**src/include/epc_pkg.sv**
```systemverilog
// package for the event performance counter block: register numbers,
// field positions, reset values and sizes shared by the counter, monitor and bench files.
// assumes a core that issues move-to / move-from monitor register strobes.
//
// What this block does
// (RULE_01) four 32-bit counters, overflow raises interrupt
// (RULE_02) each counter counts one of 128 events
// (RULE_03) user alias mirrors each supervisor counter
// (RULE_04) user aliases read-only, user writes change nothing
// (RULE_05) separate supervisor and user register numbers
// (RULE_06) one global control governs all counters
// (RULE_07) user alias mirrors global control
// (RULE_08) event select control picks event, local control
// (RULE_09) threshold control holds threshold and multiplier
// (RULE_10) user aliases mirror both local controls
// (RULE_11) software uses only dedicated monitor moves
// (RULE_12) enabled counter increments, wraps, flags overflow
package epc_pkg;
  localparam int EPC_NUM_CNT = 4;
  localparam int EPC_CNT_W = 32;
  localparam int EPC_NUM_EVT = 128;
  localparam int EPC_SEL_W = 7;
  localparam int EPC_THR_W = 6;
  localparam int EPC_MUL_W = 3;
  localparam int EPC_RUN_W = 16;
  localparam int EPC_NUM_W = 10;

  // ----------------------------------------------------------------
  // register numbers
  // ----------------------------------------------------------------
  localparam logic [9:0] EPC_USR_CNT_BASE = 10'h000;
  localparam logic [9:0] EPC_SUP_CNT_BASE = 10'h010;
  localparam logic [9:0] EPC_USR_SEL_BASE = 10'h080;
  localparam logic [9:0] EPC_SUP_SEL_BASE = 10'h090;
  localparam logic [9:0] EPC_USR_THR_BASE = 10'h100;
  localparam logic [9:0] EPC_SUP_THR_BASE = 10'h110;
  localparam logic [9:0] EPC_USR_GCTL = 10'h180;
  localparam logic [9:0] EPC_SUP_GCTL = 10'h190;

  // ----------------------------------------------------------------
  // field positions
  // ----------------------------------------------------------------
  localparam int EPC_GCTL_FRZ_ALL = 31;
  localparam int EPC_GCTL_IE = 30;
  localparam int EPC_GCTL_FRZ_OVF = 29;
  localparam int EPC_SEL_FRZ = 31;
  localparam int EPC_SEL_IE = 30;
  localparam int EPC_SEL_LSB = 0;
  localparam int EPC_THR_LSB = 0;
  localparam int EPC_MUL_LSB = 8;

  // ----------------------------------------------------------------
  // implemented bit masks and reset values
  // ----------------------------------------------------------------
  localparam logic [31:0] EPC_GCTL_MASK = 32'hE000_0000;
  localparam logic [31:0] EPC_SEL_MASK = 32'hC000_007F;
  localparam logic [31:0] EPC_THR_MASK = 32'h0000_073F;
  localparam logic [31:0] EPC_GCTL_RST = 32'h0000_0000;
  localparam logic [31:0] EPC_SEL_RST = 32'h0000_0000;
  localparam logic [31:0] EPC_THR_RST = 32'h0000_0000;
  localparam logic [31:0] EPC_CNT_RST = 32'h0000_0000;
  localparam logic [31:0] EPC_CNT_MAX = 32'hFFFF_FFFF;
endpackage

```
**src/include/epc_cnt_if.sv**
```systemverilog
// interface between the register file and one event counter.
// assumes both ends share the core clock.
`timescale 1ns/1ps
`default_nettype none
interface epc_cnt_if;
  logic [6:0] evt_sel;
  logic [5:0] thr;
  logic [2:0] mult;
  logic freeze;
  logic wr;
  logic [31:0] wdata;
  logic [31:0] count;
  logic ovf;
  modport ctl (output evt_sel, thr, mult, freeze, wr, wdata,
    input count, ovf);
  modport cnt (input evt_sel, thr, mult, freeze, wr, wdata,
    output count, ovf);
endinterface
`default_nettype wire

```
**src/design/epc_counter.sv**
```systemverilog
// one 32-bit event counter with plain and threshold-type events.
// assumes event lines synchronous to the core clock.
`timescale 1ns/1ps
`default_nettype none
module epc_counter
  import epc_pkg::*;
(
  input wire logic clk_i,
  input wire logic rst_i,
  input wire logic [127:0] events_i,
  input wire logic global_freeze_i,
  epc_cnt_if.cnt cif
);
  logic [15:0] run;
  logic [15:0] limit;
  logic sel_line;
  logic thr_type;
  logic hit;
  logic enable;
  logic wrap;

  // ----------------------------------------------------------------
  // event selection
  // ----------------------------------------------------------------
  assign sel_line = events_i[cif.evt_sel]; // [RULE_02]
  // upper half of the event space is threshold-type
  assign thr_type = cif.evt_sel[6];
  assign limit = 16'({10'h000, cif.thr} << cif.mult); // [RULE_09]
  assign hit = thr_type ? (sel_line && run == limit) : sel_line;
  assign enable = !cif.freeze && !global_freeze_i;
  assign wrap = enable && hit && cif.count == EPC_CNT_MAX;

  // run length saturates so a long event counts once only
  always_ff @(posedge clk_i)
  begin
    if (rst_i)
      run <= 16'h0000;
    else if (!sel_line)
      run <= 16'h0000;
    else if (run != 16'hFFFF)
      run <= 16'(run + 16'h0001);
  end

  // ----------------------------------------------------------------
  // count and overflow
  // ----------------------------------------------------------------
  always_ff @(posedge clk_i)
  begin
    if (rst_i)
      cif.count <= EPC_CNT_RST;
    else if (cif.wr)
      cif.count <= cif.wdata;
    else if (enable && hit)
      cif.count <= 32'(cif.count + 32'h0000_0001); // [RULE_12]
  end

  // set wins over the clear caused by a counter write
  always_ff @(posedge clk_i)
  begin
    if (rst_i)
      cif.ovf <= 1'b0;
    else
      cif.ovf <= wrap || (cif.ovf && !cif.wr); // [RULE_12]
  end

  a_count_incr: assert property (@(posedge clk_i) // [RULE_12]
    disable iff (rst_i)
    enable && hit && !cif.wr |=>
    cif.count == 32'($past(cif.count) + 32'h0000_0001))
    else $error("counter did not step on its event");
  a_wrap_ovf: assert property (@(posedge clk_i) // [RULE_12]
    disable iff (rst_i)
    wrap && !cif.wr |=> cif.ovf && cif.count == 32'h0000_0000)
    else $error("wrap did not flag overflow");
  a_frozen_hold: assert property (@(posedge clk_i) // [RULE_06]
    disable iff (rst_i)
    (global_freeze_i || cif.freeze) && !cif.wr |=> $stable(cif.count))
    else $error("frozen counter moved");
  a_thr_single: assert property (@(posedge clk_i) // [RULE_09]
    disable iff (rst_i)
    enable && thr_type && sel_line && !cif.wr && run != limit
    |=> $stable(cif.count))
    else $error("threshold event counted off its limit");
endmodule // epc_counter
`default_nettype wire

```
**src/design/epc_monitor.sv**
```systemverilog
// top of the event performance counter block: monitor register file,
// access decode for supervisor and user numbers, four counters.
// assumes one access strobe per cycle from the core's monitor moves.
`timescale 1ns/1ps
`default_nettype none
module epc_monitor
  import epc_pkg::*;
(
  input wire logic REF_CLK_I,
  input wire logic RESET_I,
  input wire logic [127:0] EVENT_I,
  input wire logic MON_WR_I,
  input wire logic MON_RD_I,
  input wire logic MON_USER_I,
  input wire logic [9:0] MON_NUM_I,
  input wire logic [31:0] MON_WDATA_I,
  output logic [31:0] MON_RDATA_O,
  output logic MON_RVALID_O,
  output logic MON_ACC_ERR_O,
  output logic PERF_INT_O
);
  logic [31:0] gctl;
  logic [31:0] lsel [EPC_NUM_CNT];
  logic [31:0] lthr [EPC_NUM_CNT];
  logic [31:0] cnt_val [EPC_NUM_CNT];
  logic [3:0] ovf;
  logic [3:0] cnt_wr;
  logic [3:0] sel_wr;
  logic [3:0] thr_wr;
  logic [3:0] ovf_ie;
  logic sup_wr;
  logic gctl_wr;
  logic global_freeze;
  logic [31:0] next_rdata;
  logic rd_mapped;
  logic wr_mapped;

  // ----------------------------------------------------------------
  // write decode
  // ----------------------------------------------------------------
  // user-mode writes never reach any state
  assign sup_wr = MON_WR_I && !MON_USER_I; // [RULE_04]
  assign gctl_wr = sup_wr && MON_NUM_I == EPC_SUP_GCTL; // [RULE_05]

  always_comb
  begin
    cnt_wr = 4'h0;
    sel_wr = 4'h0;
    thr_wr = 4'h0;
    for (int k = 0; k < EPC_NUM_CNT; k++)
    begin
      cnt_wr[k] = sup_wr &&
        MON_NUM_I == 10'(EPC_SUP_CNT_BASE + k); // [RULE_05]
      sel_wr[k] = sup_wr && MON_NUM_I == 10'(EPC_SUP_SEL_BASE + k);
      thr_wr[k] = sup_wr && MON_NUM_I == 10'(EPC_SUP_THR_BASE + k);
    end
  end

  // ----------------------------------------------------------------
  // global control
  // ----------------------------------------------------------------
  always_ff @(posedge REF_CLK_I)
  begin
    if (RESET_I)
      gctl <= EPC_GCTL_RST;
    else if (gctl_wr)
      gctl <= MON_WDATA_I & EPC_GCTL_MASK; // [RULE_06]
  end

  // freeze on overflow stops all counters at once
  assign global_freeze = gctl[EPC_GCTL_FRZ_ALL] ||
    (gctl[EPC_GCTL_FRZ_OVF] && |ovf); // [RULE_06]

  // ----------------------------------------------------------------
  // local controls
  // ----------------------------------------------------------------
  always_ff @(posedge REF_CLK_I)
  begin
    if (RESET_I)
    begin
      for (int k = 0; k < EPC_NUM_CNT; k++)
        lsel[k] <= EPC_SEL_RST;
    end
    else
    begin
      for (int k = 0; k < EPC_NUM_CNT; k++)
        if (sel_wr[k])
          lsel[k] <= MON_WDATA_I & EPC_SEL_MASK; // [RULE_08]
    end
  end

  always_ff @(posedge REF_CLK_I)
  begin
    if (RESET_I)
    begin
      for (int k = 0; k < EPC_NUM_CNT; k++)
        lthr[k] <= EPC_THR_RST;
    end
    else
    begin
      for (int k = 0; k < EPC_NUM_CNT; k++)
        if (thr_wr[k])
          lthr[k] <= MON_WDATA_I & EPC_THR_MASK; // [RULE_09]
    end
  end

  // ----------------------------------------------------------------
  // counters
  // ----------------------------------------------------------------
  for (genvar k = 0; k < EPC_NUM_CNT; k++)
  begin : g_cnt
    epc_cnt_if cif ();
    assign cif.evt_sel = lsel[k][EPC_SEL_LSB +: EPC_SEL_W]; // [RULE_08]
    assign cif.freeze = lsel[k][EPC_SEL_FRZ];
    assign cif.thr = lthr[k][EPC_THR_LSB +: EPC_THR_W];
    assign cif.mult = lthr[k][EPC_MUL_LSB +: EPC_MUL_W];
    assign cif.wr = cnt_wr[k];
    assign cif.wdata = MON_WDATA_I;
    assign cnt_val[k] = cif.count;
    assign ovf[k] = cif.ovf;
    assign ovf_ie[k] = lsel[k][EPC_SEL_IE];

    epc_counter u_cnt (
      .clk_i(REF_CLK_I),
      .rst_i(RESET_I),
      .events_i(EVENT_I),
      .global_freeze_i(global_freeze),
      .cif(cif)
    );

    a_cnt_alias: assert property (@(posedge REF_CLK_I) // [RULE_03]
      disable iff (RESET_I)
      MON_RD_I && MON_NUM_I == 10'(EPC_USR_CNT_BASE + k)
      |=> MON_RVALID_O && MON_RDATA_O == $past(cnt_val[k]))
      else $error("user counter alias differs from counter");
    a_local_alias: assert property (@(posedge REF_CLK_I) // [RULE_10]
      disable iff (RESET_I)
      MON_RD_I && MON_NUM_I == 10'(EPC_USR_SEL_BASE + k)
      |=> MON_RDATA_O == $past(lsel[k]))
      else $error("user event select alias differs");
    a_thr_alias: assert property (@(posedge REF_CLK_I) // [RULE_10]
      disable iff (RESET_I)
      MON_RD_I && MON_NUM_I == 10'(EPC_USR_THR_BASE + k)
      |=> MON_RDATA_O == $past(lthr[k]))
      else $error("user threshold alias differs");
    a_sup_cnt_read: assert property (@(posedge REF_CLK_I) // [RULE_05]
      disable iff (RESET_I)
      MON_RD_I && !MON_USER_I && MON_NUM_I == 10'(EPC_SUP_CNT_BASE + k)
      |=> MON_RDATA_O == $past(cnt_val[k]))
      else $error("supervisor counter read differs");
    a_cnt_write: assert property (@(posedge REF_CLK_I) // [RULE_05]
      disable iff (RESET_I)
      cnt_wr[k] |=> cnt_val[k] == $past(MON_WDATA_I))
      else $error("counter write lost");
    a_sel_write: assert property (@(posedge REF_CLK_I) // [RULE_08]
      disable iff (RESET_I)
      sel_wr[k] |=> lsel[k] == ($past(MON_WDATA_I) & EPC_SEL_MASK))
      else $error("event select write lost");
    a_thr_write: assert property (@(posedge REF_CLK_I) // [RULE_09]
      disable iff (RESET_I)
      thr_wr[k] |=> lthr[k] == ($past(MON_WDATA_I) & EPC_THR_MASK))
      else $error("threshold write lost");
    // a counter write still lands while the others stand frozen
    a_ovf_freeze: assert property (@(posedge REF_CLK_I) // [RULE_06]
      disable iff (RESET_I)
      gctl[EPC_GCTL_FRZ_OVF] && |ovf && !cnt_wr[k]
      |=> $stable(cnt_val[k]))
      else $error("counter moved while frozen on overflow");
  end

  // ----------------------------------------------------------------
  // read decode, supervisor numbers refused in user mode
  // ----------------------------------------------------------------
  always_comb
  begin
    next_rdata = 32'h0000_0000;
    rd_mapped = 1'b0;
    if (MON_NUM_I == EPC_USR_GCTL ||
        (!MON_USER_I && MON_NUM_I == EPC_SUP_GCTL))
    begin
      next_rdata = gctl; // [RULE_07]
      rd_mapped = 1'b1;
    end
    for (int k = 0; k < EPC_NUM_CNT; k++)
    begin
      if (MON_NUM_I == 10'(EPC_USR_CNT_BASE + k) ||
          (!MON_USER_I && MON_NUM_I == 10'(EPC_SUP_CNT_BASE + k)))
      begin
        next_rdata = cnt_val[k]; // [RULE_03]
        rd_mapped = 1'b1;
      end
      if (MON_NUM_I == 10'(EPC_USR_SEL_BASE + k) ||
          (!MON_USER_I && MON_NUM_I == 10'(EPC_SUP_SEL_BASE + k)))
      begin
        next_rdata = lsel[k]; // [RULE_10]
        rd_mapped = 1'b1;
      end
      if (MON_NUM_I == 10'(EPC_USR_THR_BASE + k) ||
          (!MON_USER_I && MON_NUM_I == 10'(EPC_SUP_THR_BASE + k)))
      begin
        next_rdata = lthr[k]; // [RULE_10]
        rd_mapped = 1'b1;
      end
    end
  end

  // any write at a user number or in user mode is refused
  assign wr_mapped = gctl_wr || |cnt_wr || |sel_wr || |thr_wr; // [RULE_04]

  always_ff @(posedge REF_CLK_I)
  begin
    if (RESET_I)
      MON_RDATA_O <= 32'h0000_0000;
    else if (MON_RD_I)
      MON_RDATA_O <= next_rdata; // [RULE_05]
  end

  always_ff @(posedge REF_CLK_I)
  begin
    if (RESET_I)
      MON_RVALID_O <= 1'b0;
    else
      MON_RVALID_O <= MON_RD_I;
  end

  always_ff @(posedge REF_CLK_I)
  begin
    if (RESET_I)
      MON_ACC_ERR_O <= 1'b0;
    else
      MON_ACC_ERR_O <= (MON_RD_I && !rd_mapped) ||
        (MON_WR_I && !wr_mapped);
  end

  // ----------------------------------------------------------------
  // overflow interrupt, registered to keep the output glitch free
  // ----------------------------------------------------------------
  always_ff @(posedge REF_CLK_I)
  begin
    if (RESET_I)
      PERF_INT_O <= 1'b0;
    else
      PERF_INT_O <= gctl[EPC_GCTL_IE] && |(ovf & ovf_ie); // [RULE_01]
  end

  // ----------------------------------------------------------------
  // checks
  // ----------------------------------------------------------------
  a_user_wr_blocked: assert property (@(posedge REF_CLK_I) // [RULE_04]
    disable iff (RESET_I)
    MON_WR_I && MON_USER_I |=> $stable(gctl) && $stable(lsel[0]) &&
    $stable(lthr[0]) && MON_ACC_ERR_O)
    else $error("user write changed monitor state");
  a_user_num_wr: assert property (@(posedge REF_CLK_I) // [RULE_04]
    disable iff (RESET_I)
    MON_WR_I && MON_NUM_I == EPC_USR_GCTL
    |=> $stable(gctl) && MON_ACC_ERR_O)
    else $error("write at a user number was taken");
  a_gctl_alias: assert property (@(posedge REF_CLK_I) // [RULE_07]
    disable iff (RESET_I)
    MON_RD_I && MON_NUM_I == EPC_USR_GCTL
    |=> MON_RDATA_O == $past(gctl))
    else $error("user global alias differs");
  a_sup_refused: assert property (@(posedge REF_CLK_I) // [RULE_05]
    disable iff (RESET_I)
    MON_RD_I && MON_USER_I && MON_NUM_I == EPC_SUP_GCTL
    |=> MON_RDATA_O == 32'h0000_0000 && MON_ACC_ERR_O)
    else $error("user mode read a supervisor number");
  a_unmapped_err: assert property (@(posedge REF_CLK_I) // [RULE_05]
    disable iff (RESET_I)
    MON_RD_I && MON_NUM_I[9]
    |=> MON_RDATA_O == 32'h0000_0000 && MON_ACC_ERR_O)
    else $error("unmapped read not refused");
  a_rvalid_pulse: assert property (@(posedge REF_CLK_I) // [RULE_05]
    disable iff (RESET_I)
    MON_RD_I |=> MON_RVALID_O)
    else $error("read without valid");
  a_rvalid_idle: assert property (@(posedge REF_CLK_I) // [RULE_05]
    disable iff (RESET_I)
    !MON_RD_I |=> !MON_RVALID_O)
    else $error("valid without read");
  a_rdata_hold: assert property (@(posedge REF_CLK_I) // [RULE_05]
    disable iff (RESET_I)
    !MON_RD_I |=> $stable(MON_RDATA_O))
    else $error("read data moved without a read");
  a_err_quiet: assert property (@(posedge REF_CLK_I) // [RULE_05]
    disable iff (RESET_I)
    !MON_RD_I && !MON_WR_I |=> !MON_ACC_ERR_O)
    else $error("access error without access");

  // ----------------------------------------------------------------
  // interrupt and global control checks
  // ----------------------------------------------------------------
  a_int_raise: assert property (@(posedge REF_CLK_I) // [RULE_01]
    disable iff (RESET_I)
    gctl[EPC_GCTL_IE] && |(ovf & ovf_ie) |=> PERF_INT_O)
    else $error("overflow did not raise interrupt");
  a_int_drop: assert property (@(posedge REF_CLK_I) // [RULE_01]
    disable iff (RESET_I)
    !(|(ovf & ovf_ie)) |=> !PERF_INT_O)
    else $error("interrupt without enabled overflow");
  a_int_quiet: assert property (@(posedge REF_CLK_I) // [RULE_06]
    disable iff (RESET_I)
    !gctl[EPC_GCTL_IE] |=> !PERF_INT_O)
    else $error("interrupt with global enable off");
  a_gctl_write: assert property (@(posedge REF_CLK_I) // [RULE_06]
    disable iff (RESET_I)
    gctl_wr |=> gctl == ($past(MON_WDATA_I) & EPC_GCTL_MASK))
    else $error("global control write lost");
endmodule // epc_monitor
`default_nettype wire

```
**config.mk**
```make
export PLATFORM = sky130hd
export DESIGN_NAME = epc_monitor
export DESIGN_NICKNAME = d
export VERILOG_FILES = /design/src/include/epc_pkg.sv /design/src/include/epc_cnt_if.sv /design/src/design/epc_counter.sv /design/src/design/epc_monitor.sv
export SDC_FILE = /design/constraint.sdc
export NUM_CORES = 1
export LEC_CHECK = 0
export ABC_AREA = 1
export BUFFER_PORTS_ARGS = -buffer_cell sky130_fd_sc_hd__buf_4
export CAP_MARGIN = 25
export CORE_MARGIN = 4
export CORE_UTILIZATION = 55
export CTS_BUF_LIST = sky130_fd_sc_hd__clkbuf_16
export CTS_CLUSTER_DIAMETER = 200
export DETAILED_ROUTE_END_ITERATION = 16
export PLACE_DENSITY = 0.73
export SLEW_MARGIN = 20
export SYNTH_ARGS = -nofsm -noshare
export SYNTH_HDL_FRONTEND = slang
export SYNTH_SLANG_ARGS = --single-unit
```
**constraint.sdc**
```tcl
create_clock -name REF_CLK_I -period 3.8 [get_ports REF_CLK_I]
set_input_delay 0.57 -clock REF_CLK_I [delete_from_list [all_inputs] [get_ports REF_CLK_I]]
set_output_delay 0.57 -clock REF_CLK_I [all_outputs]
set_load 0.1 [all_outputs]
```
==> results of run 1 <==
[registers in the layout, summed over array words and instances (netlist names)]
signal	flops
lthr	36
g_cnt.u_cnt.cif.count	128
MON_RVALID_O	1
PERF_INT_O	1
g_cnt.u_cnt.cif.ovf	4
gctl	3
MON_ACC_ERR_O	1
MON_RDATA_O	32
lsel	36
g_cnt.u_cnt.run	64
[power by group through the flow]
stage               Clock [mW]  Combinational (mW)  Sequential [mW]
finish                    3.63                1.52             3.47
global route              3.78                1.64             3.48
CTS                       3.65                1.47             3.47
detailed placement           0                1.46             3.54
global placement             0                1.46             3.54
floorplan                    0               0.922             3.53
[through the flow]
| step | power [mW] | setup WS, ns | util (%) |
|---|---|---|---|
| after floorplan | 4.45 | 1.26 | - |
| after global placement | 5.00 | 0.758 | 59.2 |
| after detailed placement | 5.00 | 0.710 | 59.2 |
| after CTS | 8.58 | 0.861 | 61.9 |
| after global routing | 8.90 | 0.512 | 61.9 |
| final | 8.62 | 0.743 | 61.9 |
[per-layer routing]
layer  up-vias  GRT usage, %  part of all wire, %
met5         -             0               0.0072
met4         2          17.6                  5.6
met3       333          6.96                   11
met2      1793          57.0                   43
met1     13300          50.5                   40
li1      14200             -                    -
[cells in the mapped netlist (10+ instances only)]
| master | n | area, sq um |
|---|---|---|
| sky130_fd_sc_hd__nand2_1 | 1350 | 5070 |
| sky130_fd_sc_hd__nand3_1 | 753 | 3770 |
| sky130_fd_sc_hd__inv_1 | 391 | 1470 |
| sky130_fd_sc_hd__nor2_1 | 287 | 1080 |
| sky130_fd_sc_hd__dfxtp_1 | 234 | 4680 |
| sky130_fd_sc_hd__a21oi_1 | 224 | 1120 |
| sky130_fd_sc_hd__o21ai_0 | 209 | 1050 |
| sky130_fd_sc_hd__xor2_1 | 122 | 1070 |
| sky130_fd_sc_hd__buf_2 | 91 | 455 |
| sky130_fd_sc_hd__nand4_1 | 87 | 544 |
| sky130_fd_sc_hd__clkbuf_1 | 84 | 315 |
| sky130_fd_sc_hd__edfxtp_1 | 72 | 2160 |
| sky130_fd_sc_hd__nor3_1 | 68 | 340 |
| sky130_fd_sc_hd__xnor2_1 | 23 | 201 |
| sky130_fd_sc_hd__o22ai_1 | 21 | 131 |
| sky130_fd_sc_hd__inv_2 | 20 | 75.1 |
| sky130_fd_sc_hd__buf_4 | 19 | 143 |
| sky130_fd_sc_hd__buf_6 | 19 | 214 |
| sky130_fd_sc_hd__nor2_2 | 18 | 113 |
| sky130_fd_sc_hd__o21ai_1 | 18 | 90.1 |
| sky130_fd_sc_hd__or2_2 | 18 | 113 |
| sky130_fd_sc_hd__nor4_1 | 17 | 106 |
| sky130_fd_sc_hd__o211ai_1 | 16 | 120 |
| sky130_fd_sc_hd__buf_1 | 14 | 52.6 |
| sky130_fd_sc_hd__or2_1 | 10 | 62.6 |
[layout make-up]
| type | instances | area share (%) |
|---|---|---|
| multi-input cells | 3320 | 55.9 |
| flip-flops and latches | 306 | 24.3 |
| repair buffers | 263 | 7.16 |
| inverters | 419 | 5.58 |
| clock buffers | 38 | 3.38 |
| well taps | 600 | 2.67 |
| clock inverters | 28 | 0.977 |
| diodes | 1 | 0.00889 |
[final timing paths]
check | end | slack (ns) | depth (start not counted)
setup / recovery | g_cnt[1].u_cnt.cif.count[1] | 0.74 | 13
hold / removal | g_cnt[0].u_cnt.cif.count[28] | 0.37 | 5
setup reg to reg | g_cnt[1].u_cnt.cif.count[1] | 0.74 | 13
hold reg to reg | MON_RDATA_O[18] | 0.47 | 2
[worst max-delay path, cell delays in order, from the launching register on]
cell and delay, ns:
sky130_fd_sc_hd__edfxtp_1 0.40, sky130_fd_sc_hd__inv_2 0.65, sky130_fd_sc_hd__nand3_1 0.14, sky130_fd_sc_hd__nand2_1 0.10
sky130_fd_sc_hd__nand2_1 0.08, sky130_fd_sc_hd__nand3_1 0.17, sky130_fd_sc_hd__nand3_1 0.11, sky130_fd_sc_hd__nand3_1 0.11
sky130_fd_sc_hd__nand2_1 0.07, sky130_fd_sc_hd__nand2_1 0.14, sky130_fd_sc_hd__nand4_4 0.12, sky130_fd_sc_hd__nand2_2 0.56
sky130_fd_sc_hd__nand2_1 0.15, sky130_fd_sc_hd__a21oi_1 0.15
[kinds of logic (layout without fill, tap and decap cells)]
logic type      Yosys count  after routing
simple gates           2642           2642
buf+inv                 646            748
compound gates          523            523
flops                   306            306
xor+xnor                145            145
fa+ha+maj                 8              8
mux                       2              2
other cells               0              1
==> impl.org, run 1 <==
** Cells and area
- For this run, the post-layout net count is ~4,500.
- Across the whole layout, storage elements account for between 6000 and 7000 sq um.
- Total area of multi-input combinational cells :: 15,700 sq um
- Layout cells sized above 1 :: 9.10%
- Area growth from synthesis to layout :: 11.2%
- Counting the fill cells in the layout gives 4,584.
- Cell area after layout :: between 20,000 and 30,000 sq um
- The finished layout holds approximately 5,000 standard cells, fillers aside.
- Most common cell after layout, fill and taps aside :: sky130_fd_sc_hd__nand2_1
- In the layout the commonest cells are sky130_fd_sc_hd__nand2_1 (1,350), sky130_fd_sc_hd__nand3_1 (750), sky130_fd_sc_hd__inv_1 (398).

** Timing
- After layout, the worst path uses 80.4% of the clock period.
- For the pin with the worst max-slew slack, the measured transition is just under 1 ns.
- Setup repair after global routing left no endpoint under its margin.
- After routing, the total negative slack on setup checks comes to 0 ns.
- The number of hold violations in the final report was 0.
- Worst clock skew on the final layout :: 0.0384 ns
- Derived from the worst setup path, the maximum achievable clock frequency is approximately 0.33 GHz.
- On the final layout, the worst hold slack is about 0.37 ns.
- Setup violations remaining at the end of the flow were counted as 0.
- Max transition margin :: about a third
- The final max-slew violation count was 0.
- Time the worst path needs with I/O delays and setup :: just over 3 ns

** Power and ir drop
- Part of the power in registers :: about two fifths
- Power spread over the standard cell area amounts to 306 nW/um^2.
- Of the total power, the clock network draws 42.1%.
- Summed over all nets, the switching power comes to about 2.6 mW.
- The internal power of the cells totals 6.01 mW.
- Max rail drop VDD :: between 0.0003 and 0.0004 V
- The share of total power dissipated in combinational logic is about 18%.
- The analysis attributes to cell leakage a power of roughly 12 nW.
- Switching part of the total :: between 30% and 40%

** Clock network
- Maximum buffer depth of the clock tree :: 3
- The tree is rooted in a sky130_fd_sc_hd__clkbuf_16.
- TritonCTS clock tree :: built
- After clock tree synthesis, the repair step resized 0 gates.
- Counting every sink on the clock net gives between 300 and 400.
- CTS clock-pin slew for the worst setup and hold paths :: around 0.060 ns
- H-tree Lvls :: 2
- Setup repair bufs after CTS :: 0
- For this design, the CTS-stage hold fixing added 0 buffers.
- Number of CTS-inserted buffers :: 37
- Worst-Skew Late Latency :: 0.57 ns

** Flow run
- Max-cap check violation count :: 0

** Logic synthesis
- After synthesis the cells add up to around 25,000 sq um.
- Number of synthesized register bits :: roughly 310
- The synthesized netlist devotes less than 1% of its cell area to adder and majority cells.
- After technology mapping, the gate count stands at roughly 4,300.
- Register area share after synthesis :: between 20% and 30%
- Synth cell types :: between 50 and 60
- Predominant post-synthesis flop cell :: sky130_fd_sc_hd__dfxtp_1
- Compound-cell area share of the yosys netlist :: about 11%
- Of the total synthesized cell area, the portion taken by XOR and XNOR cells is under 10%.
- Yosys warning total :: 0
- Average size of a mapped cell :: ~6 sq um
- EDFF count, synth :: 72
- Async SR Flop Fraction :: 0%
- Post-synthesis net count :: between 4,000 and 5,000
- Multiplexer cells account for less than 1% of the synthesized area.
- Largest family of logic cells by synthesized area :: simple AND/OR/NAND/NOR gates
- Post-synthesis simple-gate area fraction :: a little under half

** Run status
- The flow ran to the end, and the final reports show no timing, DRC or antenna violations.

** Route
- The first routing iteration left approximately 4,100 violations.
- Remaining antenna violation count :: 0
- DRC violation count after routing :: 0
- Pre-Repair DR Iteration Count :: 6
- In the final routed layout, each cell accounts on average for slightly below 20 um.
- Number of vias after detailed routing :: 29,600
- Ratio of routed vias to standard cells :: approximately 5.9
- Total length of routed wires :: 96,600 um

** Worst setup path
- The worst setup path is launched from a flip-flop.
- Data arrival time of the worst path :: 3.51 ns
- Tracing the worst setup path back leads to its startpoint at lsel[1][1].
- Reg2reg start :: lsel[1][1]
- WP data required :: roughly 4.3 ns
- In this run the worst path has a maximum fanout of 34.
- The worst setup path is captured at a flip-flop.
- Worst setup path category :: flip-flop to flip-flop

** Global routing
- Antenna violations before repair :: 2
- Wire length of the first global-routing pass :: 149,000 um
- The via count of the first global-routing pass was about 27,000.
- For this run the aggregate overflow at the end of global routing stands at 0.
- Overall fraction of global-route tracks in use :: a little under two fifths
- Entering global routing, the biggest net connects approximately 170 pins.

** Floorplanning
- The floorplan step set the die height to approximately 220 um.
- Die area :: ~50,000 sq um
- For this design the top-level I/O count stands at 210.
- In this run the core area contains 78 standard-cell rows.
- After floorplanning, the core was sized to cover ~45,000 sq um.
- The die is around 220 um wide.
- For this configuration, the core starts out at a cell density of between 50% and 60%.

** Placed design
- Routability-driven placement finished with a final weighted congestion of 0.985.
- Summing all placed instances gives a cell area of 26,900 sq um.
- Summed over all nets, the half-perimeter wirelength after detailed placement is 69,200 um.
- Port buffer count :: between 200 and 250
- Number of instances in the placed design :: between 4,000 and 5,000

** Min path
- In this run the worst hold path is classified as primary input to flip-flop.
- In this run the most critical hold path is launched from MON_WDATA_I[28].
(Power assumes the default switching activity.)
==> run 2: changes to the inputs <==
PLACE_DENSITY = 0.76   (was 0.73)
clock period = 2.65 ns   (was 3.8 ns; I/O delays follow)
==> run 2 against run 1 <==
First-iteration DRC count down 7.7%. Clock skew decreased by 0.0070 ns. Clock power up 38%. Clock-buffer cell count down 1. Non-clock buffer count up 99. Global-route usage increased by 0.28 points. Critical path depth is 2 lower. Sequential share of layout area is 0.94 points lower. Final cell count grew 2.0%. Critical path type unchanged. Highest routed layer unchanged.
==> impl.org, run 2 (same netlist as run 1, synthesis figures left out) <==
** Timing
- Maximum achievable frequency :: 0.394 GHz (+20%)
- The final max-slew violation count is 0 (unchanged).
- The final worst setup slack was 0.112 ns (-0.631 ns).
- Time the worst path needs with I/O delays and setup :: 2.54 ns (-0.519 ns)
- Final hold vios :: 0 (unchanged)
- Setup repair after global routing could not meet its margin everywhere.
- Slew at the pin with the worst max-slew slack :: 1.08 ns (+0.114 ns)
- Final Setup Violations :: 0 (unchanged)
- Max transition margin :: 28.0% (-7.3 points)
- The sum of negative setup slack was 0 ns (unchanged).
- Worst clock skew on the final layout :: 0.0314 ns (-0.00700 ns)
- The fraction of the cycle the final worst path needs is 95.8% (+15 points).

** Worst setup path
- Ordered cell list for the critical path :: clkinv_1 -> nand3_1 -> nand3_1 -> nand3_1 -> nand2_1 -> nand2_1 -> nand4_4 -> buf_4 -> buf_6 -> nand3_1 -> a21oi_1
- Setup slack, reg-to-reg :: 0.11 ns (-0.63 ns)
- Worst setup path category :: flip-flop to flip-flop
- Largest incremental delay on the critical path :: 0.46 ns (-0.19 ns)
- WP data required :: 3.07 ns (-1.18 ns)
- Critical path's most frequent cell :: sky130_fd_sc_hd__nand3_1
- Cell with the largest stage delay on the worst path :: sky130_fd_sc_hd__clkinv_1
- The critical path arrival came to 2.96 ns (-0.55 ns).
- STA classifies the critical path startpoint as a flip-flop.
- Highest fanout seen on the critical path :: 14 (-59%)
- Crit end category :: flip-flop
- The critical path ends at g_cnt[2].u_cnt.cif.count[27].
- In this run the critical register-to-register path is launched from lsel[2][3].
- Tracing the worst setup path back leads to its startpoint at lsel[2][3].
- The worst reg-to-reg path cell count came to 11 (-2).
- Critical register-to-register path endpoint :: g_cnt[2].u_cnt.cif.count[27]

** Cells and area
- Layout cells sized above 1 :: 11.4% (+2.3 points)
- The largest registers in the layout are g_cnt.u_cnt.cif.count (128), g_cnt.u_cnt.run (64).
- Most frequent cells in the layout :: sky130_fd_sc_hd__nand2_1 (1,348), sky130_fd_sc_hd__nand3_1 (750), sky130_fd_sc_hd__inv_1 (392)
- The number of standard cells in the layout, taps in and fillers out was 5,075 (+2.0%).
- Most common cell after layout, fill and taps aside :: sky130_fd_sc_hd__nand2_1
- Post-layout nets :: 4,630 (+2.2%)
- Register containing the most flip-flops in the final layout :: g_cnt.u_cnt.cif.count
- Cell area after layout :: 29,300 sq um (+4.0%)
- The flip-flop count of the largest register, all copies and words added is 128 (unchanged).
- The area growth from synthesis to layout is 15.7%.

** Global routing
- The initial antenna violation count was 3 (+1).
- The overall global routing resource usage came to 37.4% (+0.28 points).
- Wire length of the first global-routing pass :: 150,000 um (+0.54%)
- Vias in the first global route :: 27,100 (+2.0%)
- The maximum number of pins on one net before global-route repair was 89 (-46%).
- Grt ovf :: 0 (unchanged)

** Clock network
- Worst-Skew Late Latency :: 0.58 ns (about the same)
- The H-tree depth came to 2 (unchanged).
- Number of sinks handled by clock tree synthesis :: 306 (unchanged)
- The clock edge transition at the registers on the reported setup and hold paths was 0.06 ns (about the same).
- The maximum buffer depth of the clock tree was 3 (unchanged).
- The root buffer cell chosen for the clock tree is sky130_fd_sc_hd__clkbuf_16.
- TritonCTS built the clock tree.
- The clock buffer count from CTS was 36 (-2.7%).

** Route
- The remaining number of nets flagged by the antenna check after routing came to 0 (unchanged).
- The routed length on met1 came to 38,000 um (-1.5%).
- The first-pass iteration count of the detailed router was 6 (unchanged).
- Metal2 WL :: 41,200 um (-1.7%)
- The number of DRC violations after detailed-routing iteration 0 is 3,765 (-7.7%).
- The mean number of vias per cell is 5.93 (-0.31%).
- The via count of the routed design was 30,100 (+1.7%).
- Total length of routed wires :: 97,300 um (+0.73%)
- The total DRC errors in the routed layout was 0 (unchanged).
- The detailed route wirelength on metal3 came to 10,900 um (+1.3%).
- The average wire per cell in the routed design is 19.2 um (-1.3%).
- The highest layer touched by signal routing is met5.

** Placed design
- Number of instances in the placed design :: 5,001 (+1.9%)
- Worst slack at placement :: -0.00686 ns (-0.717 ns)
- The post-DP HPWL is 70,900 um (+2.5%).
- Port buffer count :: 209 (unchanged)
- The post-placement cell area came to 28,000 sq um (+3.8%).
- The placer congestion estimate came to 1.02 (+3.3%).

** Floorplanning
- Total core area :: 45,500 sq um (unchanged)
- Die height :: 223 um (unchanged)
- Die area :: 49,500 sq um (unchanged)
- The overall die width came to 223 um (unchanged).
- # IOs :: 210 (unchanged)
- The standard-cell row count came to 78 (unchanged).
- Initial core utilization :: 55.7% (unchanged)

** Power and ir drop
- The highest ir drop seen on vdd is 0.000512 V (+57%).
- The leakage power total is 12.4 nW (+5.2%).
- The power density over the cells came to 420 nW/um^2 (+37%).

** Run status
- The flow ran to the end, and the final reports show no timing, DRC or antenna violations.

** Flow run
- Max-cap check violation count :: 0 (unchanged)

** Min path
- Path category of the worst min-delay check :: primary input to flip-flop
run 2: cell types whose count changed in the layout (fill, tap and decap cells not counted), moves of 2 or more:
cell / before / now
sky130_fd_sc_hd__buf_4: 259 / 325
sky130_fd_sc_hd__clkinv_1: 17 / 15
sky130_fd_sc_hd__buf_6: 1 / 6
sky130_fd_sc_hd__nand2_1: 1350 / 1348
sky130_fd_sc_hd__inv_4: 0 / 2
sky130_fd_sc_hd__bufinv_16: 5 / 3
sky130_fd_sc_hd__nand2_8: 0 / 3
sky130_fd_sc_hd__nand2_2: 2 / 4
sky130_fd_sc_hd__clkinv_2: 3 / 9
sky130_fd_sc_hd__inv_1: 398 / 392
sky130_fd_sc_hd__buf_12: 3 / 31
run 2: metal layers:
metal  up-vias  GRT usage (%)
met1     13500           49.1
met4         4           23.3
met5         -              0
met3       411           7.54
li1      14400              -
met2      1815           56.3
run 2: what timing repair did:
item	4_1_cts	5_1_grt
endpoints found under the setup margin	0	140
hold buffers	0	0
resized for setup	0	18
setup buffers	0	6
run 2: final cells by class:
| class | instances | area, sq um |
|---|---|---|
| Timing Repair Buffer | 362 | 3130 |
| Inverter | 419 | 1580 |
| Clock buffer | 37 | 926 |
| Fill cell | 4489 | 16200 |
| Tap cell | 600 | 751 |
| Clock inverter | 28 | 246 |
| Sequential cell | 306 | 6850 |
| Multi-Input combinational cell | 3322 | 15800 |
| Antenna cell | 1 | 2.50 |
run 2: critical path: cells and delay by family, from the launching register on:
kind | cells | cell delay (ns)
compound gates | 1 | 0.07
flops | 1 | 0.35
buf+inv | 3 | 0.83
simple gates | 7 | 1.12
run 2: stage by stage:
step	hold slack [ns]	util, %	total power [mW]
finish	0.144	64.4	12.3
global route	0.120	64.4	12.7
CTS	0.109	64.1	12.2
detailed placement	0.460	61.5	7.29
global placement	0.456	61.5	7.29
floorplan	0.430	-	6.39
run 2: power breakdown:
group	internal [mW]	switching (mW)
combinational	0.797	1.56
clock	2.86	2.15
sequential	4.85	0.0893
total	8.51	3.81
run 2: how the worst min path moves through the flow:
| stage | startpoint | endpoint | slack (ns) | cells after the start |
|---|---|---|---|---|
| 6_report | RESET_I | g_cnt[2].u_cnt.cif.count[2] | 0.14 | 2 |
| 3_5_place_dp | MON_RDATA_O[11] | MON_RDATA_O[11] | 0.46 | 2 |
| 3_3_place_gp | MON_RDATA_O[23] | MON_RDATA_O[23] | 0.46 | 2 |
| 5_1_grt | RESET_I | g_cnt[2].u_cnt.cif.count[2] | 0.12 | 2 |
| 4_1_cts | RESET_I | g_cnt[2].u_cnt.cif.count[2] | 0.11 | 2 |
| 2_1_floorplan | gctl[30] | PERF_INT_O | 0.43 | 2 |
